==> src/rtl/simd_slice_pkg.sv <==
// constants and types shared by the simd and fp execute slice
// Operation
// - dot by element: second operand is 64-bit register from four-bit field only
// - dot by element: same second register each pass; first and destination advance
// - dot product extension absent makes any dot encoding undefined
// - quad dot form: odd destination or first source register is undefined
// - dot uses 32-bit lanes; quad processes two registers, otherwise one
// - lane e sums four byte products 4e+i times 4*index+i into destination
// - unsigned select low sign-extends bytes, high zero-extends them
// - dot or select inside conditional block resolved by one constrained choice
// - select precision 00 undefined; 01 undefined without half precision extension
// - precision 01 is 16-bit, 10 is 32-bit; register is field then extension
// - precision 11 is 64-bit; register is extension bit above field
// - condition code is field, xor of its bits, then zero
// - condition field 00 equal, 01 overflow, 10 greater-equal, 11 greater
// - select writes first source when condition holds, else second source
// - half precision select zeroes upper 16 bits of the 32-bit destination
// - select always executes; no general condition check applies
// - select in conditional block: undefined, executes, or behaves as no operation
// - latency and exception response never depend on data or flags
// - left shift by immediate per 8/16/32/64-bit element, overflow bits dropped
// - access controls may make any operation undefined or trapped to hypervisor
package simd_slice_pkg;

  // ****************************************
  // operations, states, encodings
  // ****************************************
  typedef enum logic [1:0] {
    OP_DOT = 2'b00,
    OP_SEL = 2'b01,
    OP_SHL = 2'b10
  } op_e;

  typedef enum logic [1:0] {
    ST_IDLE  = 2'b00,
    ST_READ  = 2'b01,
    ST_EXEC  = 2'b10,
    ST_WRITE = 2'b11
  } state_e;

  localparam logic [1:0] PREC_NONE   = 2'b00;
  localparam logic [1:0] PREC_HALF   = 2'b01;
  localparam logic [1:0] PREC_SINGLE = 2'b10;
  localparam logic [1:0] PREC_DOUBLE = 2'b11;

  localparam logic [1:0] ESZ_8  = 2'b00;
  localparam logic [1:0] ESZ_16 = 2'b01;
  localparam logic [1:0] ESZ_32 = 2'b10;
  localparam logic [1:0] ESZ_64 = 2'b11;

  // outcome taken for dot or select inside a conditional block
  localparam logic [1:0] CB_UNDEF = 2'b00;
  localparam logic [1:0] CB_EXEC  = 2'b01;
  localparam logic [1:0] CB_NOP   = 2'b10;

  localparam logic [3:0] COND_EQ = 4'h0;
  localparam logic [3:0] COND_VS = 4'h6;
  localparam logic [3:0] COND_GE = 4'ha;
  localparam logic [3:0] COND_GT = 4'hc;

  localparam logic [1:0] STRB_LO   = 2'b01;
  localparam logic [1:0] STRB_HI   = 2'b10;
  localparam logic [1:0] STRB_FULL = 2'b11;

endpackage

==> src/rtl/select_cond_eval.sv <==
// condition evaluation for the fp conditional select
`timescale 1ns/10ps
module select_cond_eval
  import simd_slice_pkg::*;
(
  input  wire logic [1:0] cond_field,
  input  wire logic [3:0] flags,
  output logic            holds
);

  logic [3:0] cond4;
  logic       n_f;
  logic       z_f;
  logic       v_f;

  // ****************************************
  // condition build and flag test
  // ****************************************
  always_comb begin
    cond4 = {cond_field, cond_field[1] ^ cond_field[0], 1'b0};
    n_f   = flags[3];
    z_f   = flags[2];
    v_f   = flags[0];
    // low bit always zero, so no inverted senses
    case (cond4)
      COND_EQ: holds = z_f;
      COND_VS: holds = v_f;
      COND_GE: holds = (n_f == v_f);
      COND_GT: holds = (n_f == v_f) && !z_f;
      default: holds = 1'b0;
    endcase
  end

endmodule

==> src/rtl/byte_dot_lanes.sv <==
// two 32-bit lanes of byte dot product against one indexed element
`timescale 1ns/10ps
module byte_dot_lanes
  import simd_slice_pkg::*;
(
  input  wire logic [63:0] op1,
  input  wire logic [63:0] op2,
  input  wire logic [63:0] acc,
  input  wire logic        index,
  input  wire logic        is_unsigned,
  output logic      [63:0] res
);

  logic [31:0] elem2;

  assign elem2 = index ? op2[63:32] : op2[31:0];

  // ****************************************
  // per lane multiply and accumulate
  // ****************************************
  genvar e;
  generate
    for (e = 0; e < 2; e++) begin : g_lane
      logic signed [19:0] sum;
      always_comb begin
        logic signed [8:0] a9;
        logic signed [8:0] b9;
        a9  = '0;
        b9  = '0;
        sum = '0;
        for (int i = 0; i < 4; i++) begin
          // one extra bit carries sign or zero, so one multiplier serves both
          a9  = {op1[32*e+8*i+7] & ~is_unsigned, op1[32*e+8*i +: 8]};
          b9  = {elem2[8*i+7] & ~is_unsigned, elem2[8*i +: 8]};
          sum = sum + 20'(a9 * b9);
        end
      end
      // wraps modulo 2^32 like the lane itself
      assign res[32*e +: 32] = acc[32*e +: 32] + {{12{sum[19]}}, sum};
    end
  endgenerate

endmodule

==> src/rtl/simd_fp_dot_select_slice.sv <==
// execute slice: byte dot by element, fp conditional select, vector shift left
`timescale 1ns/10ps
module simd_fp_dot_select_slice
  import simd_slice_pkg::*;
#(
  parameter logic [1:0] CBLOCK_CHOICE = CB_UNDEF
) (
  input  wire logic        REF_CLK,
  input  wire logic        RST,
  input  wire logic        ISSUE_VALID,
  input  wire logic [1:0]  ISSUE_OP,
  input  wire logic        D_BIT,
  input  wire logic        N_BIT,
  input  wire logic        M_BIT,
  input  wire logic        Q_BIT,
  input  wire logic        U_BIT,
  input  wire logic [3:0]  DEST_REG_FIELD,
  input  wire logic [3:0]  FIRST_SRC_REG_FIELD,
  input  wire logic [3:0]  SECOND_SRC_REG_FIELD,
  input  wire logic [1:0]  PREC_FIELD,
  input  wire logic [1:0]  SELECT_CONDITION_FIELD,
  input  wire logic [1:0]  SHIFT_ESIZE,
  input  wire logic [5:0]  SHIFT_AMOUNT,
  input  wire logic [3:0]  CONDITION_FLAGS,
  input  wire logic        IN_CONDITIONAL_BLOCK,
  input  wire logic        DOT_PRODUCT_EXT_PRESENT,
  input  wire logic        HALF_PRECISION_EXT_PRESENT,
  input  wire logic        ACCESS_UNDEF,
  input  wire logic        ACCESS_HYP_TRAP,
  input  wire logic [63:0] RF_A_DATA,
  input  wire logic [63:0] RF_B_DATA,
  input  wire logic [63:0] RF_C_DATA,
  output logic             ISSUE_READY,
  output logic             BUSY,
  output logic             DONE,
  output logic             UNDEF_EXC,
  output logic             HYP_TRAP,
  output logic      [4:0]  RF_A_ADDR,
  output logic      [4:0]  RF_B_ADDR,
  output logic      [4:0]  RF_C_ADDR,
  output logic             RF_WE,
  output logic      [4:0]  RF_W_ADDR,
  output logic      [1:0]  RF_WSTRB,
  output logic      [63:0] RF_WDATA
);

  state_e      state_ff, nxt_state;
  op_e         op_ff, nxt_op;
  logic        last_ff, nxt_last;
  logic        uns_ff, nxt_uns;
  logic        idx_ff, nxt_idx;
  logic [1:0]  prec_ff, nxt_prec;
  logic        n_half_ff, nxt_n_half;
  logic        m_half_ff, nxt_m_half;
  logic [1:0]  sel_cond_ff, nxt_sel_cond;
  logic [3:0]  flags_ff, nxt_flags;
  logic        nop_ff, nxt_nop;
  logic [1:0]  shsz_ff, nxt_shsz;
  logic [5:0]  shamt_ff, nxt_shamt;
  logic [4:0]  a_addr_ff, nxt_a_addr;
  logic [4:0]  b_addr_ff, nxt_b_addr;
  logic [4:0]  c_addr_ff, nxt_c_addr;
  logic [1:0]  strb_ff, nxt_strb;
  logic        we_ff, nxt_we;
  logic [63:0] wdata_ff, nxt_wdata;
  logic        done_ff, nxt_done;
  logic        undef_ff, nxt_undef;
  logic        trap_ff, nxt_trap;

  logic        accept, enc_undef, cond_holds;
  logic [63:0] dot_res;
  logic [63:0] shl_res;
  logic [63:0] sel_d;
  logic [31:0] sel_s;

  assign accept      = ISSUE_VALID && (state_ff == ST_IDLE);
  assign ISSUE_READY = (state_ff == ST_IDLE);
  assign BUSY        = (state_ff != ST_IDLE);
  assign DONE        = done_ff;
  assign UNDEF_EXC   = undef_ff;
  assign HYP_TRAP    = trap_ff;
  assign RF_A_ADDR   = a_addr_ff;
  assign RF_B_ADDR   = b_addr_ff;
  assign RF_C_ADDR   = c_addr_ff;
  assign RF_WE       = we_ff;
  assign RF_W_ADDR   = c_addr_ff;
  assign RF_WSTRB    = strb_ff;
  assign RF_WDATA    = wdata_ff;

  // ****************************************
  // datapath units
  // ****************************************
  byte_dot_lanes u_dot (
    .op1         (RF_A_DATA),
    .op2         (RF_B_DATA),
    .acc         (RF_C_DATA),
    .index       (idx_ff),
    .is_unsigned (uns_ff),
    .res         (dot_res)
  );

  select_cond_eval u_cond (
    .cond_field (sel_cond_ff),
    .flags      (flags_ff),
    .holds      (cond_holds)
  );

  always_comb begin
    shl_res = '0;
    case (shsz_ff)
      ESZ_8:
        for (int k = 0; k < 8; k++) shl_res[8*k +: 8] = RF_A_DATA[8*k +: 8] << shamt_ff;
      ESZ_16:
        for (int k = 0; k < 4; k++) shl_res[16*k +: 16] = RF_A_DATA[16*k +: 16] << shamt_ff;
      ESZ_32:
        for (int k = 0; k < 2; k++) shl_res[32*k +: 32] = RF_A_DATA[32*k +: 32] << shamt_ff;
      default: shl_res = RF_A_DATA << shamt_ff;
    endcase
  end

  // condition picks first source, otherwise second
  always_comb begin
    sel_d = cond_holds ? RF_A_DATA : RF_B_DATA;
    sel_s = cond_holds ? (n_half_ff ? RF_A_DATA[63:32] : RF_A_DATA[31:0])
                       : (m_half_ff ? RF_B_DATA[63:32] : RF_B_DATA[31:0]);
    if (prec_ff == PREC_HALF) begin
      sel_s = {16'h0000, sel_s[15:0]};
    end
  end

  // ****************************************
  // issue decode
  // ****************************************
  always_comb begin
    enc_undef = 1'b0;
    case (op_e'(ISSUE_OP))
      OP_DOT: enc_undef = !DOT_PRODUCT_EXT_PRESENT ||
                          (Q_BIT && (DEST_REG_FIELD[0] || FIRST_SRC_REG_FIELD[0])) ||
                          (IN_CONDITIONAL_BLOCK && CBLOCK_CHOICE == CB_UNDEF);
      OP_SEL: enc_undef = (PREC_FIELD == PREC_NONE) ||
                          (PREC_FIELD == PREC_HALF && !HALF_PRECISION_EXT_PRESENT) ||
                          (IN_CONDITIONAL_BLOCK && CBLOCK_CHOICE == CB_UNDEF);
      OP_SHL: enc_undef = Q_BIT && (DEST_REG_FIELD[0] || SECOND_SRC_REG_FIELD[0]);
      default: enc_undef = 1'b1;
    endcase
  end

  // ****************************************
  // sequencer: fixed schedule per operation
  // ****************************************
  always_comb begin
    nxt_state  = state_ff;
    nxt_op     = op_ff;
    nxt_last   = last_ff;
    nxt_uns    = uns_ff;
    nxt_idx    = idx_ff;
    nxt_prec   = prec_ff;
    nxt_n_half = n_half_ff;
    nxt_m_half = m_half_ff;
    nxt_sel_cond = sel_cond_ff;
    nxt_flags  = flags_ff;
    nxt_nop    = nop_ff;
    nxt_shsz   = shsz_ff;
    nxt_shamt  = shamt_ff;
    nxt_a_addr = a_addr_ff;
    nxt_b_addr = b_addr_ff;
    nxt_c_addr = c_addr_ff;
    nxt_strb   = strb_ff;
    nxt_we     = 1'b0;
    nxt_wdata  = wdata_ff;
    nxt_done   = 1'b0;
    nxt_undef  = 1'b0;
    nxt_trap   = 1'b0;
    case (state_ff)
      ST_IDLE: begin
        if (accept) begin
          nxt_op     = op_e'(ISSUE_OP);
          nxt_last   = !Q_BIT || (op_e'(ISSUE_OP) == OP_SEL);
          nxt_uns    = U_BIT;
          nxt_idx    = M_BIT;
          nxt_prec   = PREC_FIELD;
          nxt_sel_cond = SELECT_CONDITION_FIELD;
          nxt_flags  = CONDITION_FLAGS;
          nxt_nop    = IN_CONDITIONAL_BLOCK && CBLOCK_CHOICE == CB_NOP;
          nxt_shsz   = SHIFT_ESIZE;
          nxt_shamt  = SHIFT_AMOUNT;
          nxt_strb   = STRB_FULL;
          nxt_n_half = N_BIT;
          nxt_m_half = M_BIT;
          nxt_a_addr = {N_BIT, FIRST_SRC_REG_FIELD};
          nxt_b_addr = {1'b0, SECOND_SRC_REG_FIELD};
          nxt_c_addr = {D_BIT, DEST_REG_FIELD};
          if (op_e'(ISSUE_OP) == OP_SEL && PREC_FIELD != PREC_DOUBLE) begin
            // single register number is field then extension; pick the half
            nxt_a_addr = {1'b0, FIRST_SRC_REG_FIELD};
            nxt_b_addr = {1'b0, SECOND_SRC_REG_FIELD};
            nxt_c_addr = {1'b0, DEST_REG_FIELD};
            nxt_strb   = D_BIT ? STRB_HI : STRB_LO;
          end else if (op_e'(ISSUE_OP) == OP_SEL) begin
            nxt_b_addr = {M_BIT, SECOND_SRC_REG_FIELD};
          end else if (op_e'(ISSUE_OP) == OP_SHL) begin
            nxt_a_addr = {M_BIT, SECOND_SRC_REG_FIELD};
          end
          // encoding and access undefined faults rank above the hypervisor trap
          if (enc_undef || ACCESS_UNDEF) begin
            nxt_undef = 1'b1;
          end else if (ACCESS_HYP_TRAP) begin
            nxt_trap = 1'b1;
          end else begin
            nxt_state = ST_READ;
          end
        end
      end
      ST_READ: nxt_state = ST_EXEC;
      ST_EXEC: begin
        nxt_state = ST_WRITE;
        nxt_we    = !nop_ff;
        case (op_ff)
          OP_DOT:  nxt_wdata = dot_res;
          OP_SEL:  nxt_wdata = (prec_ff == PREC_DOUBLE) ? sel_d : {sel_s, sel_s};
          default: nxt_wdata = shl_res;
        endcase
      end
      ST_WRITE: begin
        if (last_ff) begin
          nxt_state = ST_IDLE;
          nxt_done  = 1'b1;
        end else begin
          // second pass: only first source and destination advance
          nxt_last   = 1'b1;
          nxt_a_addr = 5'(a_addr_ff + 5'd1);
          nxt_c_addr = 5'(c_addr_ff + 5'd1);
          nxt_state  = ST_READ;
        end
      end
      default: nxt_state = ST_IDLE;
    endcase
  end

  // no data-dependent stall anywhere, so latency ignores data and flags
  always_ff @(posedge REF_CLK) begin
    if (RST) begin
      state_ff  <= ST_IDLE;
      op_ff     <= OP_DOT;
      last_ff   <= 1'b1;
      uns_ff    <= 1'b0;
      idx_ff    <= 1'b0;
      prec_ff   <= PREC_NONE;
      n_half_ff <= 1'b0;
      m_half_ff <= 1'b0;
      sel_cond_ff <= 2'b00;
      flags_ff  <= 4'h0;
      nop_ff    <= 1'b0;
      shsz_ff   <= ESZ_8;
      shamt_ff  <= 6'h00;
      a_addr_ff <= 5'h00;
      b_addr_ff <= 5'h00;
      c_addr_ff <= 5'h00;
      strb_ff   <= STRB_FULL;
      we_ff     <= 1'b0;
      wdata_ff  <= 64'h0;
      done_ff   <= 1'b0;
      undef_ff  <= 1'b0;
      trap_ff   <= 1'b0;
    end else begin
      state_ff  <= nxt_state;
      op_ff     <= nxt_op;
      last_ff   <= nxt_last;
      uns_ff    <= nxt_uns;
      idx_ff    <= nxt_idx;
      prec_ff   <= nxt_prec;
      n_half_ff <= nxt_n_half;
      m_half_ff <= nxt_m_half;
      sel_cond_ff <= nxt_sel_cond;
      flags_ff  <= nxt_flags;
      nop_ff    <= nxt_nop;
      shsz_ff   <= nxt_shsz;
      shamt_ff  <= nxt_shamt;
      a_addr_ff <= nxt_a_addr;
      b_addr_ff <= nxt_b_addr;
      c_addr_ff <= nxt_c_addr;
      strb_ff   <= nxt_strb;
      we_ff     <= nxt_we;
      wdata_ff  <= nxt_wdata;
      done_ff   <= nxt_done;
      undef_ff  <= nxt_undef;
      trap_ff   <= nxt_trap;
    end
  end
endmodule

==> config.mk <==
export PLATFORM = sky130hd
export DESIGN_NAME = simd_fp_dot_select_slice
export DESIGN_NICKNAME = d
export VERILOG_FILES = /design/src/rtl/simd_slice_pkg.sv /design/src/rtl/select_cond_eval.sv /design/src/rtl/byte_dot_lanes.sv /design/src/rtl/simd_fp_dot_select_slice.sv
export SDC_FILE = /design/constraint.sdc
export NUM_CORES = 2
export LEC_CHECK = 0
export ABC_AREA = 1
export BUFFER_PORTS_ARGS = -buffer_cell sky130_fd_sc_hd__buf_4
export CAP_MARGIN = 15
export CELL_PAD_IN_SITES_DETAIL_PLACEMENT = 1
export CELL_PAD_IN_SITES_GLOBAL_PLACEMENT = 1
export CORE_UTILIZATION = 50
export DETAILED_ROUTE_END_ITERATION = 8
export PLACE_DENSITY_LB_ADDON = 0.08
export SYNTH_ARGS = -nofsm -noshare
export SYNTH_HDL_FRONTEND = slang
export SYNTH_SLANG_ARGS = --single-unit
==> constraint.sdc <==
create_clock -name REF_CLK -period 15.3 [get_ports REF_CLK]
set_clock_uncertainty 0.05 [all_clocks]
set_input_delay 1.53 -clock REF_CLK [delete_from_list [all_inputs] [get_ports REF_CLK]]
set_output_delay 1.53 -clock REF_CLK [all_outputs]
set_load 0.1 [all_outputs]
**After elaboration in Yosys (flattened, before gate mapping)**

Cells that the tools add are included.

- Multiplexer cells: 34
- $add $sub $neg: 10
- Bitwise gates (word level): 18
- Reduce and logical (&&, ||, !) cells: 34
- $mul: 8
- Equality and inequality tests: 20
- Shifts and indexed selects: 15

Operators with widths:

| kind | number |
|---|---|
| $pmux 64 s3 | 1 |
| $mul 9x9->18 | 8 |
| $mux 32 | 4 |
| $mux 64 | 2 |
| $pmux 64 s2 | 1 |
| $add 20x20->20 | 6 |
| $add 32x32->32 | 2 |
| $shl 16x6->16 | 4 |
| $shl 32x6->32 | 2 |
| $shl 64x6->64 | 1 |
| $shl 8x6->8 | 8 |
| $mux 5 | 10 |
| $pmux 5 s2 | 2 |
| $and 1x1->1 | 12 |
| $eq 2x1->1 const B | 6 |
| $add 5x1->5 const B | 2 |
| $eq 2x2->1 const B | 5 |
| $logic_not 2->1 | 5 |
| $mux 2 | 5 |
| $logic_or 1x1->1 | 8 |
| $ne 2x2->1 const B | 4 |
| $pmux 2 s4 | 1 |
| $eq 3x3->1 const B | 2 |
| $logic_and 1x1->1 | 6 |
| other kinds (17) | 32 |

- Output and inout port bits: 92
- Logic and storage cells: 159
- Register bits: 109
- Input port bits: 235

**Logic depth before layout (Yosys ltp)**

- Word-level depth: 9
- Mapped depth: 58
- Mapped depth without buffers: 55

**By module**

Synthesis repeated with hierarchy kept, for this count alone.

- Cell total of the unflattened synthesis: 6211
- Area, all modules: 43853.3 µm²

Modules (own cells, without submodules):

| module | cells an instance | area each (µm²) | instances |
|---|---|---|---|
| byte_dot_lanes | 3775 | 30910.9 | 1 |
| simd_fp_dot_select_slice | 2422 | 12887.4 | 1 |
| select_cond_eval | 14 | 55.1 | 1 |

**Worst setup path before layout**

No wires, ideal clock.

- Path kind: input -> register
- From: in RF_A_DATA[23]
- To: reg wdata_ff[20], in the netlist RF_WDATA[20]
- Buffers on the path: 1
- Stages on the path: 45
- Arrival time: 9.945 ns
- Data required time: 15.141 ns
- Slack: 5.196 ns
- Library setup time: 0.109 ns
- Cell sequence: clkbuf_1 > inv_1 > nor2_1 > inv_1 > nor2_1 > inv_1 > fa_1 > inv_1 > fa_1 > fa_1 > fa_1 > inv_1 > fa_1 > inv_1 > ha_1 > nand2_1 > o21ai_0 > a21oi_1 > (+9 left out) > nand2_1 > inv_1 > nand2_1 > nand2_1 > a21oi_1 > nand2_1 > nand2_1 > nand2_1 > ha_1 > a21oi_1 > o21ai_0 > a21oi_1 > nand3_1 > or2_2 > nand3_1 > nand3_1 > nand2_1 > inv_1

- Word-level cells in the longest chain between the ends: 6
- Elaborated cells on any way between the ends: 11
- Those cells by class: add/sub: 3; mul: 1; shift: 4; mux: 2; bitwise: 1

RTL lines:

| what | line | RTL |
|---|---|---|
| start, declared | simd_fp_dot_select_slice.sv:30 | `input wire logic [63:0] RF_A_DATA,` |
| $and 1x1->1 | byte_dot_lanes.sv:33 | `a9 = {op1[32*e+8*i+7] & ~is_unsigned, op1[32*e+8*i +: 8]};` |
| $mul 9x9->18 | byte_dot_lanes.sv:35 | `sum = sum + 20'(a9 * b9);` |
| $add 20x20->20 (2 in a row) | byte_dot_lanes.sv:35 |  |
| $add 32x32->32 | byte_dot_lanes.sv:39 | `assign res[32*e +: 32] = acc[32*e +: 32] + {{12{sum[19]}}, sum};` |
| $pmux 64 s2 * | simd_fp_dot_select_slice.sv:218 | `case (op_ff)` |
| end signal, assigned | simd_fp_dot_select_slice.sv:284 | `wdata_ff <= nxt_wdata;` |
| end, declared | simd_fp_dot_select_slice.sv:65 | `logic [63:0] wdata_ff, nxt_wdata;` |

Mark *: on every way between the ends. The rest lies on a longest branch, timed or not.
A chain may end at the register's enable or synchronous reset.

**Worst setup path after layout**

- From: in RF_B_DATA[50]
- To: reg wdata_ff[20], in the netlist RF_WDATA[20]

- Word-level cells in the longest chain between the ends: 6

RTL lines:

| what | line | RTL |
|---|---|---|
| start, declared | simd_fp_dot_select_slice.sv:31 | `input wire logic [63:0] RF_B_DATA,` |
| $mux 32 | n/a |  |
| $mul 9x9->18 | byte_dot_lanes.sv:35 |  |
| $add 20x20->20 (2 in a row) | byte_dot_lanes.sv:35 |  |
| $add 32x32->32 | byte_dot_lanes.sv:39 |  |
| $pmux 64 s2 | simd_fp_dot_select_slice.sv:218 |  |

Every way passes these cells.

==> summary.txt <==
Status
  – Status: completed

Clock network
  – TritonCTS Buffers: 9
  – Clk buf depth: 2
  – Sink Count: 108
  – CTS clock-pin slew for the worst setup and hold paths: 90 ps
  – Cts repair resizes: 0
  – TritonCTS clock tree: done
  – Postcts setup bufs: 0
  – # hold bufs at CTS: 0
  – Clk_lat worst skew: 410 ps
  – Htree depth: 3
  – Root buf cell: clkbuf_16

Global route
  – Vias in the first global route: 51,400
  – Total grt overflow: 0
  – Initial antenna violation count: 26
  – Largest net degree at the start of global routing: 74
  – First-pass GRT wire length: 313 mm
  – Total GRT Usage: 46.9%

Timing
  – Final Max Tran Viols: 0
  – Slew @ Worst Pin: 1310 ps
  – Period Utilization, post-route: 81.5%
  – Post-route setup TNS: 0 ps
  – Hold violation count in the final report: 0
  – RSZ-0062 raised after global routing: false
  – Slew margin rel.: 12.7%
  – Setup violations, final: 0
  – Crit path time final: 12,470 ps
  – Fmax: 80.2 MHz

Route
  – DR iter-0 viols: 4,899
  – Via count: 48,400
  – Post-route DRC violation count: 0
  – Via density: 6.10
  – WL/cell: 26.9 um
  – Drt pass-1 iters: 6
  – ANT nets after route: 0
  – DRT Wirelength: 213 mm

Logic synthesis
  – Post-synth EDFFs: 0
  – Async SR Flop Fraction: 0%
  – Unique cell type count in the Yosys netlist: 60
  – Yosys warns: 0
  – Flops & latches, synth: 108
  – Ys flop type: dfxtp_1
  – Mapped Cells: 6,621
  – Area of the mapped netlist: 44,600 um^2
  – Sequential share of the synthesized area: 4.85%
  – Syn_area_per_cell: 6.73 um^2
  – Syn_nets: 7,907

Worst setup path
  – Critical Path Sink Type: flip-flop
  – CP arrival: 12,730 ps
  – Top cell by count, worst path: nand2_1
  – Startpoint Class: input pin
  – Data required, critical path: 15,550 ps
  – Critical path's largest stage delay: 720 ps
  – Critical Path Fanout Max: 16
  – Slowest cell on crit path: inv_1
  – FF-to-FF setup slack: 3160 ps
  – Worst setup path class: input pin to flip-flop

Placed design
  – DP HPWL: 178 mm
  – IO buf count: 325
  – GPL Wtd Cong: 1.06

Floorplanning
  – Die height: 301 um
  – Rows: 109
  – Core area: 88,400 um^2
  – Initial core utilization: 50.4%
  – DIE AREA: 90,300 um^2
  – Die width: 301 um
  – Top-level I/O count: 327

Finish
  – Nets: 8,031
  – Area delta synth->final: 7.77%
  – Proportion of layout cells with a drive suffix above 1: 7.21%

Job
  – Max Cap Viol: 0

Min path
  – Worst Hold Class: flip-flop to flip-flop
[worst max-delay path: cells and delay by family]
family	cells	cell delay, ps
buffers and inverters	9	1380
XOR/XNOR	1	460
AND/OR/NAND/NOR	16	2150
AO/OA/AOI/OAI	9	2430
adder cells (fa/ha/maj)	10	4760
[area by class of cell]
class                           count  area [um^2]
Timing Repair Buffer              383         2880
Clock inverter                      7         80.1
Inverter                         1223         4600
Tap cell                         1165         1460
Multi-Input combinational cell   5020        36600
Fill cell                       12000        40300
Sequential cell                   108         2170
Antenna cell                       12         30.0
Clock buffer                        9          225
[cell usage in the layout (no fill, tap or decap), types with 91 or more instances in the layout]
cell type and count:
nand2_1 1512, xor2_1 99, dfxtp_1 100, o21ai_0 245, nand3_1 545, xnor2_1 91
o211ai_1 113, fa_1 636, a21oi_1 364, buf_4 382, inv_1 1192, nor2_1 683
ha_1 414
[per-stage QoR]
stage / cell area [um^2] / utilization (%) / hold slack [ps] / cells / setup WS, ps
after floorplan: 44600 / - / 383 / 6621 / 5200
after global placement: 47700 / 54.0 / 398 / 7898 / 3080
after detailed placement: 47700 / 54.0 / 400 / 7898 / 2810
after CTS: 48000 / 54.3 / 413 / 7914 / 3190
after global routing: 48000 / 54.3 / 452 / 7918 / 2280
final: 48000 / 54.3 / 413 / 7927 / 2830
[synth_stat cells (8+ instances only)]
cell type,n,area share (%)
a21o_1,18,0.30
a21oi_1,364,4.1
a31oi_1,21,0.29
buf_1,25,0.21
buf_2,78,0.88
buf_4,13,0.22
buf_6,9,0.23
clkbuf_1,141,1.2
clkinv_1,14,0.12
dfxtp_1,108,4.9
fa_1,636,29
ha_1,415,12
inv_1,1195,10
inv_2,13,0.11
nand2_1,1513,13
nand2_2,8,0.11
nand3_1,545,6.1
nand3b_1,21,0.35
nand4_1,38,0.53
nor2_1,684,5.8
nor3_1,37,0.42
nor4_1,13,0.18
o211ai_1,113,1.9
o21a_1,9,0.15
o21ai_0,246,2.8
o21ai_1,41,0.46
o21bai_1,11,0.19
or2_2,21,0.29
xnor2_1,91,1.8
xor2_1,99,1.9
[cell families after synthesis]
group                    Yosys count  synth area share, %
AND/OR/NAND/NOR                 2906                 27.0
buffers and inverters           1493                 13.1
adder cells (fa/ha/maj)         1051                 40.2
AO/OA/AOI/OAI                    873                 11.1
XOR/XNOR                         190                 3.73
flip-flops                       108                 4.85
[flip-flops by register name, summed over array words and instances, names as in the netlist, 3 cells and up]
name	flops
RF_B_ADDR	5
flags_ff	3
RF_WDATA	64
shamt_ff	6
RF_C_ADDR	5
RF_A_ADDR	5
[per-layer routing]
| layer | GRT usage (%) | wire [um] |
|---|---|---|
| met5 | 0 | 274 |
| met4 | 35.1 | 19000 |
| met3 | 13.9 | 24600 |
| met2 | 72.6 | 93300 |
| met1 | 54.9 | 76400 |
[final timing paths]
kind                 startpoint  cells past startpoint           end
setup / recovery  RF_B_DATA[50]                     45  RF_WDATA[20]
hold / removal          last_ff                      2          DONE
setup reg to reg      m_half_ff                     43  RF_WDATA[20]
hold reg to reg         last_ff                      2          DONE
Power is left out: the tool's default activity adds up to more than one toggle a clock period on the data nets, which glitch-free logic cannot reach.
